### config.mk
export PLATFORM = sky130hd
export DESIGN_NAME = tcr_timer
export DESIGN_NICKNAME = d
export VERILOG_FILES = /design/src/common/tcr_pkg.sv /design/src/common/tcr_reg_if.sv /design/src/hdl/tcr_fall_det.sv /design/src/hdl/tcr_ahb_slave.sv /design/src/hdl/tcr_timer.sv
export VERILOG_INCLUDE_DIRS = /design/src /design/src/common
export SDC_FILE = /design/constraint.sdc
export NUM_CORES = 1
export LEC_CHECK = 0
export BUFFER_PORTS_ARGS = -buffer_cell sky130_fd_sc_hd__buf_4
export CAP_MARGIN = 40
export CORE_MARGIN = 2
export CORE_UTILIZATION = 55
export CTS_BUF_LIST = sky130_fd_sc_hd__clkbuf_8
export DETAILED_ROUTE_END_ITERATION = 6
export HOLD_SLACK_MARGIN = 0.05
export PLACE_DENSITY = 0.83
export SETUP_SLACK_MARGIN = 0.02
export SLEW_MARGIN = 20
export SYNTH_ARGS = -nofsm -noshare
export SYNTH_HDL_FRONTEND = slang
export SYNTH_SLANG_ARGS = --single-unit
### constraint.sdc
create_clock -name ref_clk -period 3.8 [get_ports ref_clk]
set_input_delay 0.76 -clock ref_clk [delete_from_list [all_inputs] [get_ports ref_clk]]
set_output_delay 0.76 -clock ref_clk [all_outputs]
set_load 0.02 [all_outputs]
### src/common/tcr_defines.svh
`ifndef TCR_DEFINES_SVH
`define TCR_DEFINES_SVH

// ----------------------------------------
// register indices (byte address = 4 * index)
// ----------------------------------------
`define TCR_IDX_CTRL     8'hc8
`define TCR_IDX_RLD_LO   8'hca
`define TCR_IDX_RLD_HI   8'hcb
`define TCR_IDX_CNT_LO   8'hcc
`define TCR_IDX_CNT_HI   8'hcd
`define TCR_IDX_INT_STAT 8'he0
`define TCR_IDX_INT_CLR  8'he1
`define TCR_IDX_INT_EN   8'he2

// ----------------------------------------
// control register bit positions
// ----------------------------------------
`define TCR_B_OVF    7
`define TCR_B_TRIG   6
`define TCR_B_RXSEL  5
`define TCR_B_TXSEL  4
`define TCR_B_TRIGEN 3
`define TCR_B_RUN    2
`define TCR_B_CTSEL  1
`define TCR_B_CPSEL  0

// ----------------------------------------
// event bits of status, clear and enable
// ----------------------------------------
`define TCR_EV_OVF   0
`define TCR_EV_TRIG  1

// ----------------------------------------
// reset values and limits
// ----------------------------------------
`define TCR_CTRL_RST 8'h00
`define TCR_WORD_RST 16'h0000
`define TCR_CNT_MAX  16'hffff
`define TCR_CNT_ONE  16'h0001

`endif

### src/common/tcr_pkg.sv
package tcr_pkg;

    // ----------------------------------------
    // bus slave
    // ----------------------------------------
    typedef enum logic [1:0] {
        TCR_IDLE = 2'b00,
        TCR_WR   = 2'b01,
        TCR_RD1  = 2'b10,
        TCR_RD2  = 2'b11
    } tcr_bus_state_t;

    typedef struct packed {
        tcr_bus_state_t st;
        logic [7:0]     idx;
        logic [31:0]    hrdata;
    } tcr_slave_t;

    // ----------------------------------------
    // edge detector
    // ----------------------------------------
    typedef struct packed {
        logic prev;
    } tcr_fall_t;

    // ----------------------------------------
    // timer core
    // ----------------------------------------
    typedef struct packed {
        logic        ovfFlag;
        logic        trigFlag;
        logic        rxSel;
        logic        txSel;
        logic        trigEn;
        logic        run;
        logic        ctSel;
        logic        cpSel;
        logic [15:0] count;
        logic [15:0] reload;
        logic        div;
        logic [1:0]  status;
        logic [1:0]  intEn;
        logic        rxTick;
        logic        txTick;
    } tcr_timer_t;

endpackage : tcr_pkg

### src/common/tcr_reg_if.sv
`timescale 1ns/100ps
`default_nettype none

interface tcr_reg_if;
    logic       wrEn;
    logic [7:0] idx;
    logic [7:0] wdata;
    logic [7:0] rdata;

    modport slave (output wrEn, output idx, output wdata, input rdata);
    modport regs  (input wrEn, input idx, input wdata, output rdata);
endinterface : tcr_reg_if

`default_nettype wire

### src/hdl/tcr_fall_det.sv
`timescale 1ns/100ps
`default_nettype none

module tcr_fall_det (
    input  wire logic ref_clk,  // system clock
    input  wire logic rst_n,    // sync reset
    input  wire logic pin,      // synchronous pin level
    output logic      fall      // one-cycle falling edge
);
    tcr_pkg::tcr_fall_t q, n;

    always_comb begin
        n      = q;
        n.prev = pin;
    end

    always_ff @(posedge ref_clk) begin
        if (!rst_n) begin
            q <= '0;
        end else begin
            q <= n;
        end
    end

    // a reset-low sample means a pin held low through reset is no edge
    assign fall = q.prev & ~pin;
endmodule : tcr_fall_det

`default_nettype wire

### src/hdl/tcr_ahb_slave.sv
`timescale 1ns/100ps
`default_nettype none

module tcr_ahb_slave (
    input  wire logic        ref_clk,   // system clock
    input  wire logic        rst_n,     // sync reset
    input  wire logic        hsel,      // slave select
    input  wire logic [31:0] haddr,     // byte address
    input  wire logic [1:0]  htrans,    // transfer type
    input  wire logic        hwrite,    // write
    input  wire logic [31:0] hwdata,    // write data
    input  wire logic        hready,    // bus ready
    output logic             hreadyout, // slave ready
    output logic [31:0]      hrdata,    // read data
    tcr_reg_if.slave         bus        // register side
);
    tcr_pkg::tcr_slave_t q, n;
    logic take;

    always_comb begin
        n    = q;
        take = hsel & htrans[1] & hready;
        unique case (q.st)
            tcr_pkg::TCR_RD1: begin
                // one wait state so a read never sees a stale write
                n.hrdata = {24'h000000, bus.rdata};
                n.st     = tcr_pkg::TCR_RD2;
            end
            tcr_pkg::TCR_IDLE, tcr_pkg::TCR_WR, tcr_pkg::TCR_RD2: begin
                n.st = tcr_pkg::TCR_IDLE;
                if (take) begin
                    n.idx = haddr[9:2];
                    n.st  = hwrite ? tcr_pkg::TCR_WR : tcr_pkg::TCR_RD1;
                end
            end
        endcase
    end

    always_ff @(posedge ref_clk) begin
        if (!rst_n) begin
            q <= '0;
        end else begin
            q <= n;
        end
    end

    assign hreadyout = (q.st != tcr_pkg::TCR_RD1);
    assign hrdata    = q.hrdata;
    assign bus.wrEn  = (q.st == tcr_pkg::TCR_WR);
    assign bus.idx   = q.idx;
    assign bus.wdata = hwdata[7:0];

endmodule : tcr_ahb_slave

`default_nettype wire

### src/hdl/tcr_timer.sv
// Functional notes
// - overflow flag bit 7 set on count overflow unless a serial select is 1
// - trigger flag bit 6 set when an enabled trigger edge captures or reloads
// - receive select bit 5: 0 picks timer1 overflow, 1 this overflow
// - transmit select bit 4: 0 picks timer1 overflow, 1 this overflow
// - trigger edge acts only with pin enable set and both serial selects 0
// - run bit 2 stops the count at 0 and lets it count at 1
// - control bits 7 to 2 read and write by software, reset to 0
// - counter select: 0 counts every two clocks, 1 on count pin falls
// - capture select: 0 reloads, 1 captures; serial modes force overflow reload
// - reload value and count are writable byte pairs resetting to zero
`timescale 1ns/100ps
`default_nettype none
`include "tcr_defines.svh"

module tcr_timer (
    input  wire logic        ref_clk,    // 40 MHz system clock
    input  wire logic        rst_n,      // sync reset
    input  wire logic        hsel,       // ahb select
    input  wire logic [31:0] haddr,      // ahb address
    input  wire logic [1:0]  htrans,     // ahb transfer type
    input  wire logic        hwrite,     // ahb write
    input  wire logic [2:0]  hsize,      // ahb size, words only
    input  wire logic [31:0] hwdata,     // ahb write data
    input  wire logic        hready,     // ahb bus ready
    output logic             hreadyout,  // ahb slave ready
    output logic             hresp,      // ahb response, always okay
    output logic [31:0]      hrdata,     // ahb read data
    input  wire logic        countPin,   // external count input
    input  wire logic        triggerPin, // external trigger input
    input  wire logic        timer1Ovf,  // timer1 overflow pulse
    output logic             rxClkTick,  // serial receive clock pulse
    output logic             txClkTick,  // serial transmit clock pulse
    output logic             irq         // level interrupt
);
    // ----------------------------------------
    // bus slave and pin edges
    // ----------------------------------------
    tcr_reg_if bus ();

    tcr_ahb_slave u_slave (
        .ref_clk   (ref_clk),
        .rst_n     (rst_n),
        .hsel      (hsel),
        .haddr     (haddr),
        .htrans    (htrans),
        .hwrite    (hwrite),
        .hwdata    (hwdata),
        .hready    (hready),
        .hreadyout (hreadyout),
        .hrdata    (hrdata),
        .bus       (bus)
    );

    logic cntFall;
    logic trigFall;

    tcr_fall_det u_cnt_edge (
        .ref_clk (ref_clk),
        .rst_n   (rst_n),
        .pin     (countPin),
        .fall    (cntFall)
    );

    tcr_fall_det u_trig_edge (
        .ref_clk (ref_clk),
        .rst_n   (rst_n),
        .pin     (triggerPin),
        .fall    (trigFall)
    );

    // ----------------------------------------
    // timer state
    // ----------------------------------------
    tcr_pkg::tcr_timer_t q, n;
    logic       baud;
    logic       tick;
    logic       incr;
    logic       wrap;
    logic       trigEvt;
    logic       capEvt;
    logic       ovfSet;
    logic       ctrlWr;
    logic [1:0] evClr;
    logic [7:0] wd;

    always_comb begin
        n       = q;
        wd      = bus.wdata;
        baud    = q.rxSel | q.txSel;
        n.div   = ~q.div;
        tick    = q.ctSel ? cntFall : q.div;
        incr    = q.run & tick;
        wrap    = incr & (q.count == `TCR_CNT_MAX);
        trigEvt = q.trigEn & ~baud & trigFall;
        capEvt  = trigEvt & q.cpSel;
        ovfSet  = wrap & ~baud;
        ctrlWr  = bus.wrEn & (bus.idx == `TCR_IDX_CTRL);
        evClr   = 2'b00;

        // count path: serial modes ignore capture select
        if (incr) begin
            if (wrap && (baud || !q.cpSel)) begin
                n.count = q.reload;
            end else begin
                n.count = q.count + `TCR_CNT_ONE;
            end
        end
        if (trigEvt && !q.cpSel) begin
            n.count = q.reload;
        end
        if (capEvt) begin
            n.reload = q.count;
        end

        // serial bit clocks, registered
        n.rxTick = q.rxSel ? wrap : timer1Ovf;
        n.txTick = q.txSel ? wrap : timer1Ovf;

        // software writes override the hardware count this cycle
        if (bus.wrEn) begin
            case (bus.idx)
                `TCR_IDX_CTRL: begin
                    n.ovfFlag = wd[`TCR_B_OVF];
                    n.trigFlag = wd[`TCR_B_TRIG];
                    n.rxSel   = wd[`TCR_B_RXSEL];
                    n.txSel   = wd[`TCR_B_TXSEL];
                    n.trigEn  = wd[`TCR_B_TRIGEN];
                    n.run     = wd[`TCR_B_RUN];
                    n.ctSel   = wd[`TCR_B_CTSEL];
                    n.cpSel   = wd[`TCR_B_CPSEL];
                end
                `TCR_IDX_RLD_LO: n.reload[7:0]  = wd;
                `TCR_IDX_RLD_HI: n.reload[15:8] = wd;
                `TCR_IDX_CNT_LO: n.count[7:0]   = wd;
                `TCR_IDX_CNT_HI: n.count[15:8]  = wd;
                `TCR_IDX_INT_CLR: begin
                    evClr = wd[1:0];
                end
                `TCR_IDX_INT_EN: begin
                    n.intEn = wd[1:0];
                end
                default: begin
                    // unmapped and read-only: write ignored
                end
            endcase
        end

        // hardware set wins over a software clear in the same cycle
        if (ovfSet) begin
            n.ovfFlag = 1'b1;
        end
        if (trigEvt) begin
            n.trigFlag = 1'b1;
        end
        n.status = q.status & ~evClr;
        if (ovfSet) begin
            n.status[`TCR_EV_OVF] = 1'b1;
        end
        if (trigEvt) begin
            n.status[`TCR_EV_TRIG] = 1'b1;
        end
    end

    always_ff @(posedge ref_clk) begin
        if (!rst_n) begin
            q <= '0;
        end else begin
            q <= n;
        end
    end

    // ----------------------------------------
    // read mux
    // ----------------------------------------
    always_comb begin
        case (bus.idx)
            `TCR_IDX_CTRL: begin
                bus.rdata = {q.ovfFlag, q.trigFlag, q.rxSel, q.txSel,
                             q.trigEn, q.run, q.ctSel, q.cpSel};
            end
            `TCR_IDX_RLD_LO:   bus.rdata = q.reload[7:0];
            `TCR_IDX_RLD_HI:   bus.rdata = q.reload[15:8];
            `TCR_IDX_CNT_LO:   bus.rdata = q.count[7:0];
            `TCR_IDX_CNT_HI:   bus.rdata = q.count[15:8];
            `TCR_IDX_INT_STAT: bus.rdata = {6'h00, q.status};
            `TCR_IDX_INT_EN:   bus.rdata = {6'h00, q.intEn};
            default:           bus.rdata = 8'h00;
        endcase
    end

    // ----------------------------------------
    // outputs
    // ----------------------------------------
    assign hresp     = 1'b0;
    assign rxClkTick = q.rxTick;
    assign txClkTick = q.txTick;
    assign irq       = |(q.status & q.intEn);
endmodule : tcr_timer

`default_nettype wire

==> results of run 1 <==
==> flip-flops by register name, indices dropped and copies added, names as in the netlist <==
name / flops
u_trig_edge.q: 1
u_cnt_edge.q: 1
txClkTick: 1
u_slave.q: 2
q: 45
u_slave.bus.idx: 8
u_slave.hrdata: 8
rxClkTick: 1
==> per-stage QoR <==
step           instances  hold WS, ns  setup WS [ns]  utilization [%]  area (um2)
2_1_floorplan        503        0.415           1.70                -        4280
3_3_place_gp         575        0.435           1.16             58.7        4300
3_5_place_dp         575        0.440           1.08             58.7        4300
4_1_cts              591        0.456           1.32             61.5        4510
5_1_grt              593        0.472           1.27             61.8        4530
6_report             593        0.461           1.35             61.8        4530
==> area by class of cell <==
class                   instances  area, um2  area share (%)
clock buffers                  10        138            3.04
clock inverters                 6       63.8            1.41
inverters                       5       18.8           0.414
multi-input cells             364       2520            55.7
flip-flops and latches         67       1340            29.6
well taps                      99        124            2.74
repair buffers                 42        323            7.13
==> where the power goes <==
group | leakage, nW | internal [mW] | switching [mW]
combinational | 1.30 | 0.0385 | 0.0721
sequential | 0.542 | 0.708 | 0.00575
clock | 0.0987 | 0.320 | 0.295
total | 1.94 | 1.07 | 0.372
==> worst max-delay path by stage <==
stage | to | slack (ns)
global route | q[24] | 1.27
global placement | q[36] | 1.16
CTS | q[16] | 1.32
finish | q[36] | 1.35
floorplan | q[28] | 1.70
detailed placement | q[36] | 1.08
==> routing by layer <==
metal	GRT usage (%)	vias to the layer above	wire length [um]
met5	0	-	0
met4	12.1	0	281
met3	4.98	36	1100
met2	40.0	253	4770
met1	37.6	1775	4690
li1	-	1732	-
==> cells by family (layout without fill, tap and decap cells) <==
| family | count (synthesis) | count (layout) | share of synthesized area (%) |
|---|---|---|---|
| fa+ha+maj | 1 | 1 | 0.298 |
| flops | 67 | 67 | 32.0 |
| buf+inv | 72 | 63 | 10.1 |
| xor+xnor | 8 | 8 | 1.67 |
| mux | 49 | 49 | 11.8 |
| simple gates | 171 | 171 | 23.7 |
| other cells | 1 | 25 | 0.0894 |
| compound gates | 110 | 110 | 20.4 |
==> worst register-to-register path, stage by stage, from the launching register on <==
cell and delay (ns):
dfxtp_1 0.39, nor3_1 0.43, nand4b_1 0.71, a311o_1 0.56, o221ai_1 0.15, a21oi_1 0.06
==> layout by cell type, fill, tap and decap left out, types with 3 or more instances in the layout <==
master,count
dfxtp_1,67
mux2i_1,47
nand2_1,46
buf_4,41
conb_1,25
o21ai_0,23
nor2b_1,22
o211a_1,17
nand3_1,16
nor3_1,15
a21oi_1,13
nor2_1,12
nand4_1,10
clkbuf_8,10
a21boi_0,9
a22oi_1,7
inv_1,5
nor4_1,5
o211ai_1,5
and3_1,4
and2_1,4
a41oi_1,4
nor3b_1,4
o31ai_1,4
xnor2_1,4
xor2_1,4
nand3b_1,3
nand4b_1,3
a221oi_1,3
a31oi_1,3
==> run metrics, run 1 <==
crit end category flip-flop; CTS sink cnt 67; Filler Cells Inserted 635; Post-synth ARST share 0%; mean area per synthesized cell ~9 um2; drt total wl 10800 um; worst hold path class reg2reg; crit path launch type input port; Synth cell types 77; largest net degree at the start of global routing 75; endpoints failing hold 0; Final ANT Viol Nets 0; CP max FO 12; Worst Hold Depth 1; r2r setup slk between 1 and 1.5 ns; CTS tree done; Synth Flop Type dfxtp_1; Hold Path Sink q[6]; kind of cell adding the most delay to the critical path simple AND/OR/NAND/NOR gates; GRT Total Usage 26.8%; vias in the first global route 3424; Post-Syn Area ~4200 um2; initial DRC count 503; max-slew violation count 0; Power, Total around 1.4 mW; Die Span X about 91 um; Max rail drop VDD 0.183 mV; Rel. slew slack 44.0%; Final Cycle Share 64.5%; TritonCTS buffer count 9; Ys Warns 0; Critical-path top delay cell nand4b_1; Mapped Cells 479; Post-route DRC 0; routability congestion estimate 0.967; most frequent cells after synthesis dfxtp_1, mux2i_1, nand2_1; kind of critical path in2reg; HP Start q[6]; R2R Path End q[36]; Die Height approximately 90 um; Worst Max-Slew Pin Slew 0.838 ns; Area contributors post-synth dfxtp_1, mux2i_1, buf_4; Std-Cell Rows 31; worst r2r src q[43]; Clock Latency Late Sink 0.36 ns; TNS Setup 0 ns; most frequent cell after synthesis dfxtp_1; worst path bufs/invs 1; clk buf depth 2; vias per inst roughly 6.4; diode count 0; CP max stage delay 0.71 ns; max_cap viols 0; cell taking the most area after synthesis dfxtp_1; WP data arrival 2.69 ns; Post-synth EDFFs 0; synthesis-stage register bit count 67; Crit. path cell count 6; number of post-CTS setup repair buffers 0; cts hold-fix bufs 0; grt ovf 0; Starting Density 57.2%; hpwl dp between 7000 and 8000 um; core area 7330 um2; IO Pins 114; H-tree depth 3; Synth top area share a little under a third; FF-to-FF path depth 5; # port buffers 36; initial antenna violation count 0; Worst EP required 4.04 ns; Clock Tree Root clkbuf_8; RSZ-0062 raised after global routing false; Cell Chain, Critical Path buf_4, nor3_1, nand4b_1, a311o_1, o221ai_1, a21oi_1; status finished clean; pwr/cell area 318 nW/um2; first-pass GRT wire length about 18000 um; crit path launch triggerPin; Seq/Total Area, Yosys 32.0%; share of cells above drive strength 1 about 16%; synth-to-layout area growth 8.00%; P_leak 1.94 nW; total die area 8340 um2; post-CTS sizing 0; Tmin final around 2.4 ns; fmax 408 MHz; Routed wire per std cell 18.3 um; Nets approximately 570; Reg clk slew, reported paths ~0.07 ns; Final setup viols 0; Setup Skew 0.00769 ns; Vias 3796; First-pass DRT Iterations 6
No activity file was read; power rests on OpenSTA's default activity.
==> run 2, diff against run 1 <==
CORE_UTILIZATION = 49   (was 55)
PLACE_DENSITY = 0.78   (was 0.83)
clock period = 2.2 ns   (was 3.8 ns; I/O delays follow)
==> run metrics, run 2 (synthesis results as in run 1) <==
total die area 9310 um2 (+12%); cts hold-fix bufs 0 (unchanged); clk buf depth 2 (unchanged); DP Area 4480 um2 (+4.2%); TNS Setup 0 ns (unchanged); most common cell after layout, fill and taps aside dfxtp_1; initial DRC count 292 (-42%); crit path launch type flip-flop; drt total wl 11200 um (+3.0%); endpoints failing hold 0 (unchanged); initial antenna violation count 0 (unchanged); Final Cycle Share between 90% and 100%; Post-route DRC 0 (unchanged); Clock Tree Root clkbuf_8; Worst Max-Slew Pin Slew 0.612 ns (-0.226 ns); Filler Cells Inserted 761 (+20%); final hold slack 0.301 ns (-0.160 ns); GRT Total Usage 25.7% (-1.1 points); Final ANT Viol Nets 0 (unchanged); grt ovf 0 (unchanged); Critical-path top delay cell dfxtp_1; # port buffers 36 (unchanged); Setup Skew 0.0133 ns (+0.00566 ns); CP max FO 10 (-2); most frequent cells in the layout dfxtp_1, buf_4, mux2i_1; P_leak 2.06 nW (+5.9%); CP max stage delay 0.43 ns (-0.28 ns); status finished clean; Rel. slew slack 58.2% (+14 points); register with the most flip-flops q; First-pass DRT Iterations 5 (-1); TritonCTS buffer count 9 (unchanged); post-CTS sizing 0 (unchanged); Final Instance Area 4700 um2 (+3.8%); core area 8260 um2 (+13%); crit end category flip-flop; synth-to-layout area growth 12.1%; Die Height 96.5 um (+5.7%); Max rail drop VDD 0.601 mV (+230%); pwr/cell area 549 nW/um2 (+73%); FF-to-FF path depth 6 (+1); NetSw 0.650 mW (+75%); fmax 494 MHz; share of cells above drive strength 1 19.0% (+3.2 points); kind of critical path reg2reg; Vias 3758 (-1.0%); internal power 1.93 mW (+81%); H-tree depth 3 (unchanged); max-slew violation count 0 (unchanged); worst hold path class in2reg; Worst EP required 2.47 ns (-1.57 ns); WP data arrival 2.30 ns (-0.39 ns); Gate power share 7.6% (about the same); CTS tree done; Tmin final about 2.0 ns; r2r setup slk 0.17 ns (-1.23 ns); sw frac 25.2% (-0.64 points); Std-Cell Rows 33 (+6.5%); Nets 588 (+3.7%); worst r2r src q[24]; Final setup viols 0 (unchanged); Clk pwr share 44.7% (+2.0 points); diode count 0 (unchanged); first-pass GRT wire length 17900 um (+2.0%); max_cap viols 0 (unchanged); largest net degree at the start of global routing 48 (-36%); Routed wire per std cell 18.0 um (-1.5%); IO Pins 114 (unchanged); vias in the first global route 3500 (+2.2%); vias per inst 6.06 (-5.3%); Critical Path End q[24]; CTS sink cnt 67 (unchanged); Clock Latency Late Sink 0.36 ns (about the same); hpwl dp 8160 um (+8.4%); Cell Chain, Critical Path ha_1, nand4_2, a211o_2, o21ai_4, a221oi_1, a311oi_1; Starting Density 50.8% (-6.4 points); number of post-CTS setup repair buffers 0 (unchanged); RSZ-0062 raised after global routing false; Sequential Power Share 47.8% (-1.8 points); R2R Path End q[24]; routability congestion estimate 0.923 (-4.5%); max reg flops 45 (unchanged); Reg clk slew, reported paths 0.08 ns (about the same); crit path launch q[24]; Die Span X 96.5 um (+5.7%)
-- run 2: cell types whose count changed in the layout (fill, tap and decap cells not counted), sizes merged --
cell      before  now
clkinvlp       2    1
clkbuf        10    9
bufinv         1    2
buf           42   63
clkinv         2    3
-- run 2: worst max-delay path, delay by kind of cell, from the launching register on --
family	cells	cell delay (ns)
compound gates	4	1.08
flops	1	0.43
fa+ha+maj	1	0.24
simple gates	1	0.19
-- run 2: area by class of cell --
cell class	instances	area, um2	area share (%)
multi-input combinational	364	2520	53.6
sequential	67	1340	28.5
timing repair buffer	63	473	10.1
tap	105	131	2.79
clock buffer	9	124	2.63
clock inverter	7	93.8	2.00
inverter	5	18.8	0.399
-- run 2: how the worst min path moves through the flow --
stage | start | endpoint | cells past startpoint
after floorplan | q[6] | q[6] | 1
after global placement | q[6] | q[6] | 1
after detailed placement | q[6] | q[6] | 1
after CTS | countPin | u_cnt_edge.q | 2
after global routing | countPin | u_cnt_edge.q | 2
final | countPin | u_cnt_edge.q | 2
-- run 2: power groups by stage --
stage	Clock (mW)	Combinational (mW)	Sequential (mW)
2_1_floorplan	0	0.152	1.26
3_3_place_gp	0	0.191	1.26
3_5_place_dp	0	0.193	1.26
4_1_cts	1.17	0.194	1.23
5_1_grt	1.21	0.214	1.23
6_report	1.15	0.196	1.23
-- run 2: per-layer routing --
| layer | routed length (um) | vias up | GRT usage (%) |
|---|---|---|---|
| met5 | 0 | - | 0 |
| met4 | 223 | 0 | 8.69 |
| met3 | 841 | 24 | 5.97 |
| met2 | 5320 | 176 | 42.1 |
| met1 | 4780 | 1782 | 33.3 |
| li1 | - | 1776 | - |
-- run 2: per-stage QoR --
| stage | util, % | instances | total power [mW] | setup slack, ns |
|---|---|---|---|---|
| 3_3_place_gp | 54.3 | 604 | 1.45 | 0.209 |
| 3_5_place_dp | 54.3 | 604 | 1.45 | 0.177 |
| 4_1_cts | 56.9 | 620 | 2.59 | 0.211 |
| 5_1_grt | 56.9 | 620 | 2.66 | 0.0214 |
| 2_1_floorplan | - | 503 | 1.41 | 0.417 |
| 6_report | 56.9 | 620 | 2.58 | 0.174 |
==> run 3, diff against run 2 <==
GPL_TIMING_DRIVEN = 0   (was not set)
==> run metrics, run 3 (synthesis results as in run 1) <==
Die Span X 96.5 um (unchanged); pwr/cell area 528 nW/um2 (-3.8%); crit path launch type flip-flop; initial DRC count 360 (+23%); H-tree depth 3 (unchanged); Nets 637 (+8.3%); # port buffers 35 (-2.8%); worst r2r src u_slave.bus.idx[1]; cts hold-fix bufs 0 (unchanged); routability congestion estimate 0.945 (+2.4%); vias per inst 6.05 (-0.22%); max_cap viols 0 (unchanged); Setup Skew 0.0143 ns (+0.000908 ns); drt total wl 12800 um (+15%); Filler Cells Inserted 741 (-2.6%); GRT Total Usage 28.5% (+2.8 points); Clock Latency Late Sink 0.37 ns (about the same); share of cells above drive strength 1 23.6% (+4.6 points); Worst Max-Slew Pin Slew 0.664 ns (+0.0524 ns); Reg clk slew, reported paths 0.08 ns (about the same); Die Height 96.5 um (unchanged); WP data arrival 2.40 ns (+0.10 ns); Rel. slew slack 55.5% (-2.7 points); final hold slack 0.288 ns (-0.0123 ns); Final WS setup 0.0506 ns (-0.124 ns); Final setup viols 0 (unchanged); count of non-filler cells in the finished layout 669 (+7.9%); Final ANT Viol Nets 0 (unchanged); Final Cycle Share 97.7% (+5.6 points); Routed wire per std cell 19.2 um (+6.6%); internal power 1.96 mW (+1.5%); Vias 4046 (+7.7%); register area 1340 um2 (unchanged); clk buf depth 2 (unchanged); crit path launch u_slave.bus.idx[1]; synth-to-layout area growth 19.1%; CTS tree done; core area 8260 um2 (unchanged); TritonCTS buffer count 9 (unchanged); Clk pwr share 44.1% (-0.6 points); placed insts 643 (+6.5%); crit end category flip-flop; initial antenna violation count 0 (unchanged); Post-route DRC 0 (unchanged); max reg flops 45 (unchanged); sw frac 25.7% (+0.49 points); Clock Tree Root clkbuf_8; hpwl dp 9150 um (+12%); fmax 465 MHz (-5.7%); total die area 9310 um2 (unchanged); kind of critical path reg2reg; vias in the first global route 3661 (+4.6%); Worst EP required 2.45 ns (-0.02 ns); grt ovf 0 (unchanged); Tmin final 2.15 ns (+0.124 ns); first-pass GRT wire length 19600 um (+9.4%); DP Worst Slack -0.0219 ns (-0.199 ns); RSZ-0062 raised after global routing false; Max rail drop VDD 0.359 mV (-40%); Gate power share 9.2% (+1.6 points); Multi-input gate area 2530 um2 (+0.40%); Std-Cell Rows 33 (unchanged); CP max FO 10 (unchanged); worst hold path class in2reg; Starting Density 50.8% (unchanged); status finished clean; max-slew violation count 0 (unchanged); most frequent cells in the layout buf_4, dfxtp_1, mux2i_1; NetSw 0.677 mW (+4.1%); CTS sink cnt 67 (unchanged); diode count 0 (unchanged); First-pass DRT Iterations 5 (unchanged); IO Pins 114 (unchanged); endpoints failing hold 0 (unchanged); largest net degree at the start of global routing 13 (-73%); most common cell after layout, fill and taps aside buf_4; HP Start countPin; Sequential Power Share 46.7% (-1.1 points); register with the most flip-flops q; P_leak 2.25 nW (+9.4%)
-- run 3: area by class of cell --
cell class              count  share of cell area, %
clock buffers               9                   2.48
repair buffers             45                   7.02
plain buffers              67                   8.10
inverters                   5                  0.376
flip-flops and latches     67                   26.9
well taps                 105                   2.63
clock inverters             7                   1.85
multi-input cells         364                   50.7
-- run 3: worst paths after layout --
kind                                           to  slack (ns)  cells past startpoint
worst max-delay path                        q[13]        0.05                      5
worst min-delay path                 u_cnt_edge.q        0.29                      2
worst max register to register              q[13]        0.05                      5
worst min register to register  u_slave.hrdata[4]        0.47                      2
-- run 3: repair_timing --
action / in CTS / in global routing
pin swaps: 0 / 3
buffers inserted: 0 / 10
resized for setup: 1 / 4
endpoints found under the setup margin: 1 / 13
-- run 3: stage by stage --
| step | power [mW] | utilization (%) | cell area (um2) | setup TNS [ns] |
|---|---|---|---|---|
| floorplan | 1.41 | - | 4280 | 0 |
| global placement | 1.49 | 56.6 | 4680 | 0 |
| detailed placement | 1.50 | 56.6 | 4680 | -0.0400 |
| CTS | 2.62 | 59.3 | 4900 | 0 |
| global route | 2.72 | 60.5 | 4990 | 0 |
| finish | 2.63 | 60.5 | 4990 | 0 |
-- run 3: layer usage --
layer / GRT usage (%) / routed length (um) / vias up
li1: - / - / 1865
met1: 36.3 / 5160 / 1889
met2: 46.5 / 5980 / 252
met3: 5.59 / 1210 / 40
met4: 12.9 / 492 / 0
met5: 0 / 0 / -
-- run 3: worst max-delay path, stage by stage (launching register included) --
cell and delay [ns]:
dfxtp_1 0.35, buf_2 0.23, and2b_1 0.32, nand4_1 0.45, clkbuf_1 0.40, o211a_1 0.29
-- run 3: power by group through the flow --
stage	sequential (mW)	combinational, mW	clock [mW]
floorplan	1.26	0.152	0
finish	1.23	0.243	1.16
global placement	1.26	0.233	0
CTS	1.23	0.237	1.15
detailed placement	1.26	0.237	0
global route	1.23	0.260	1.22
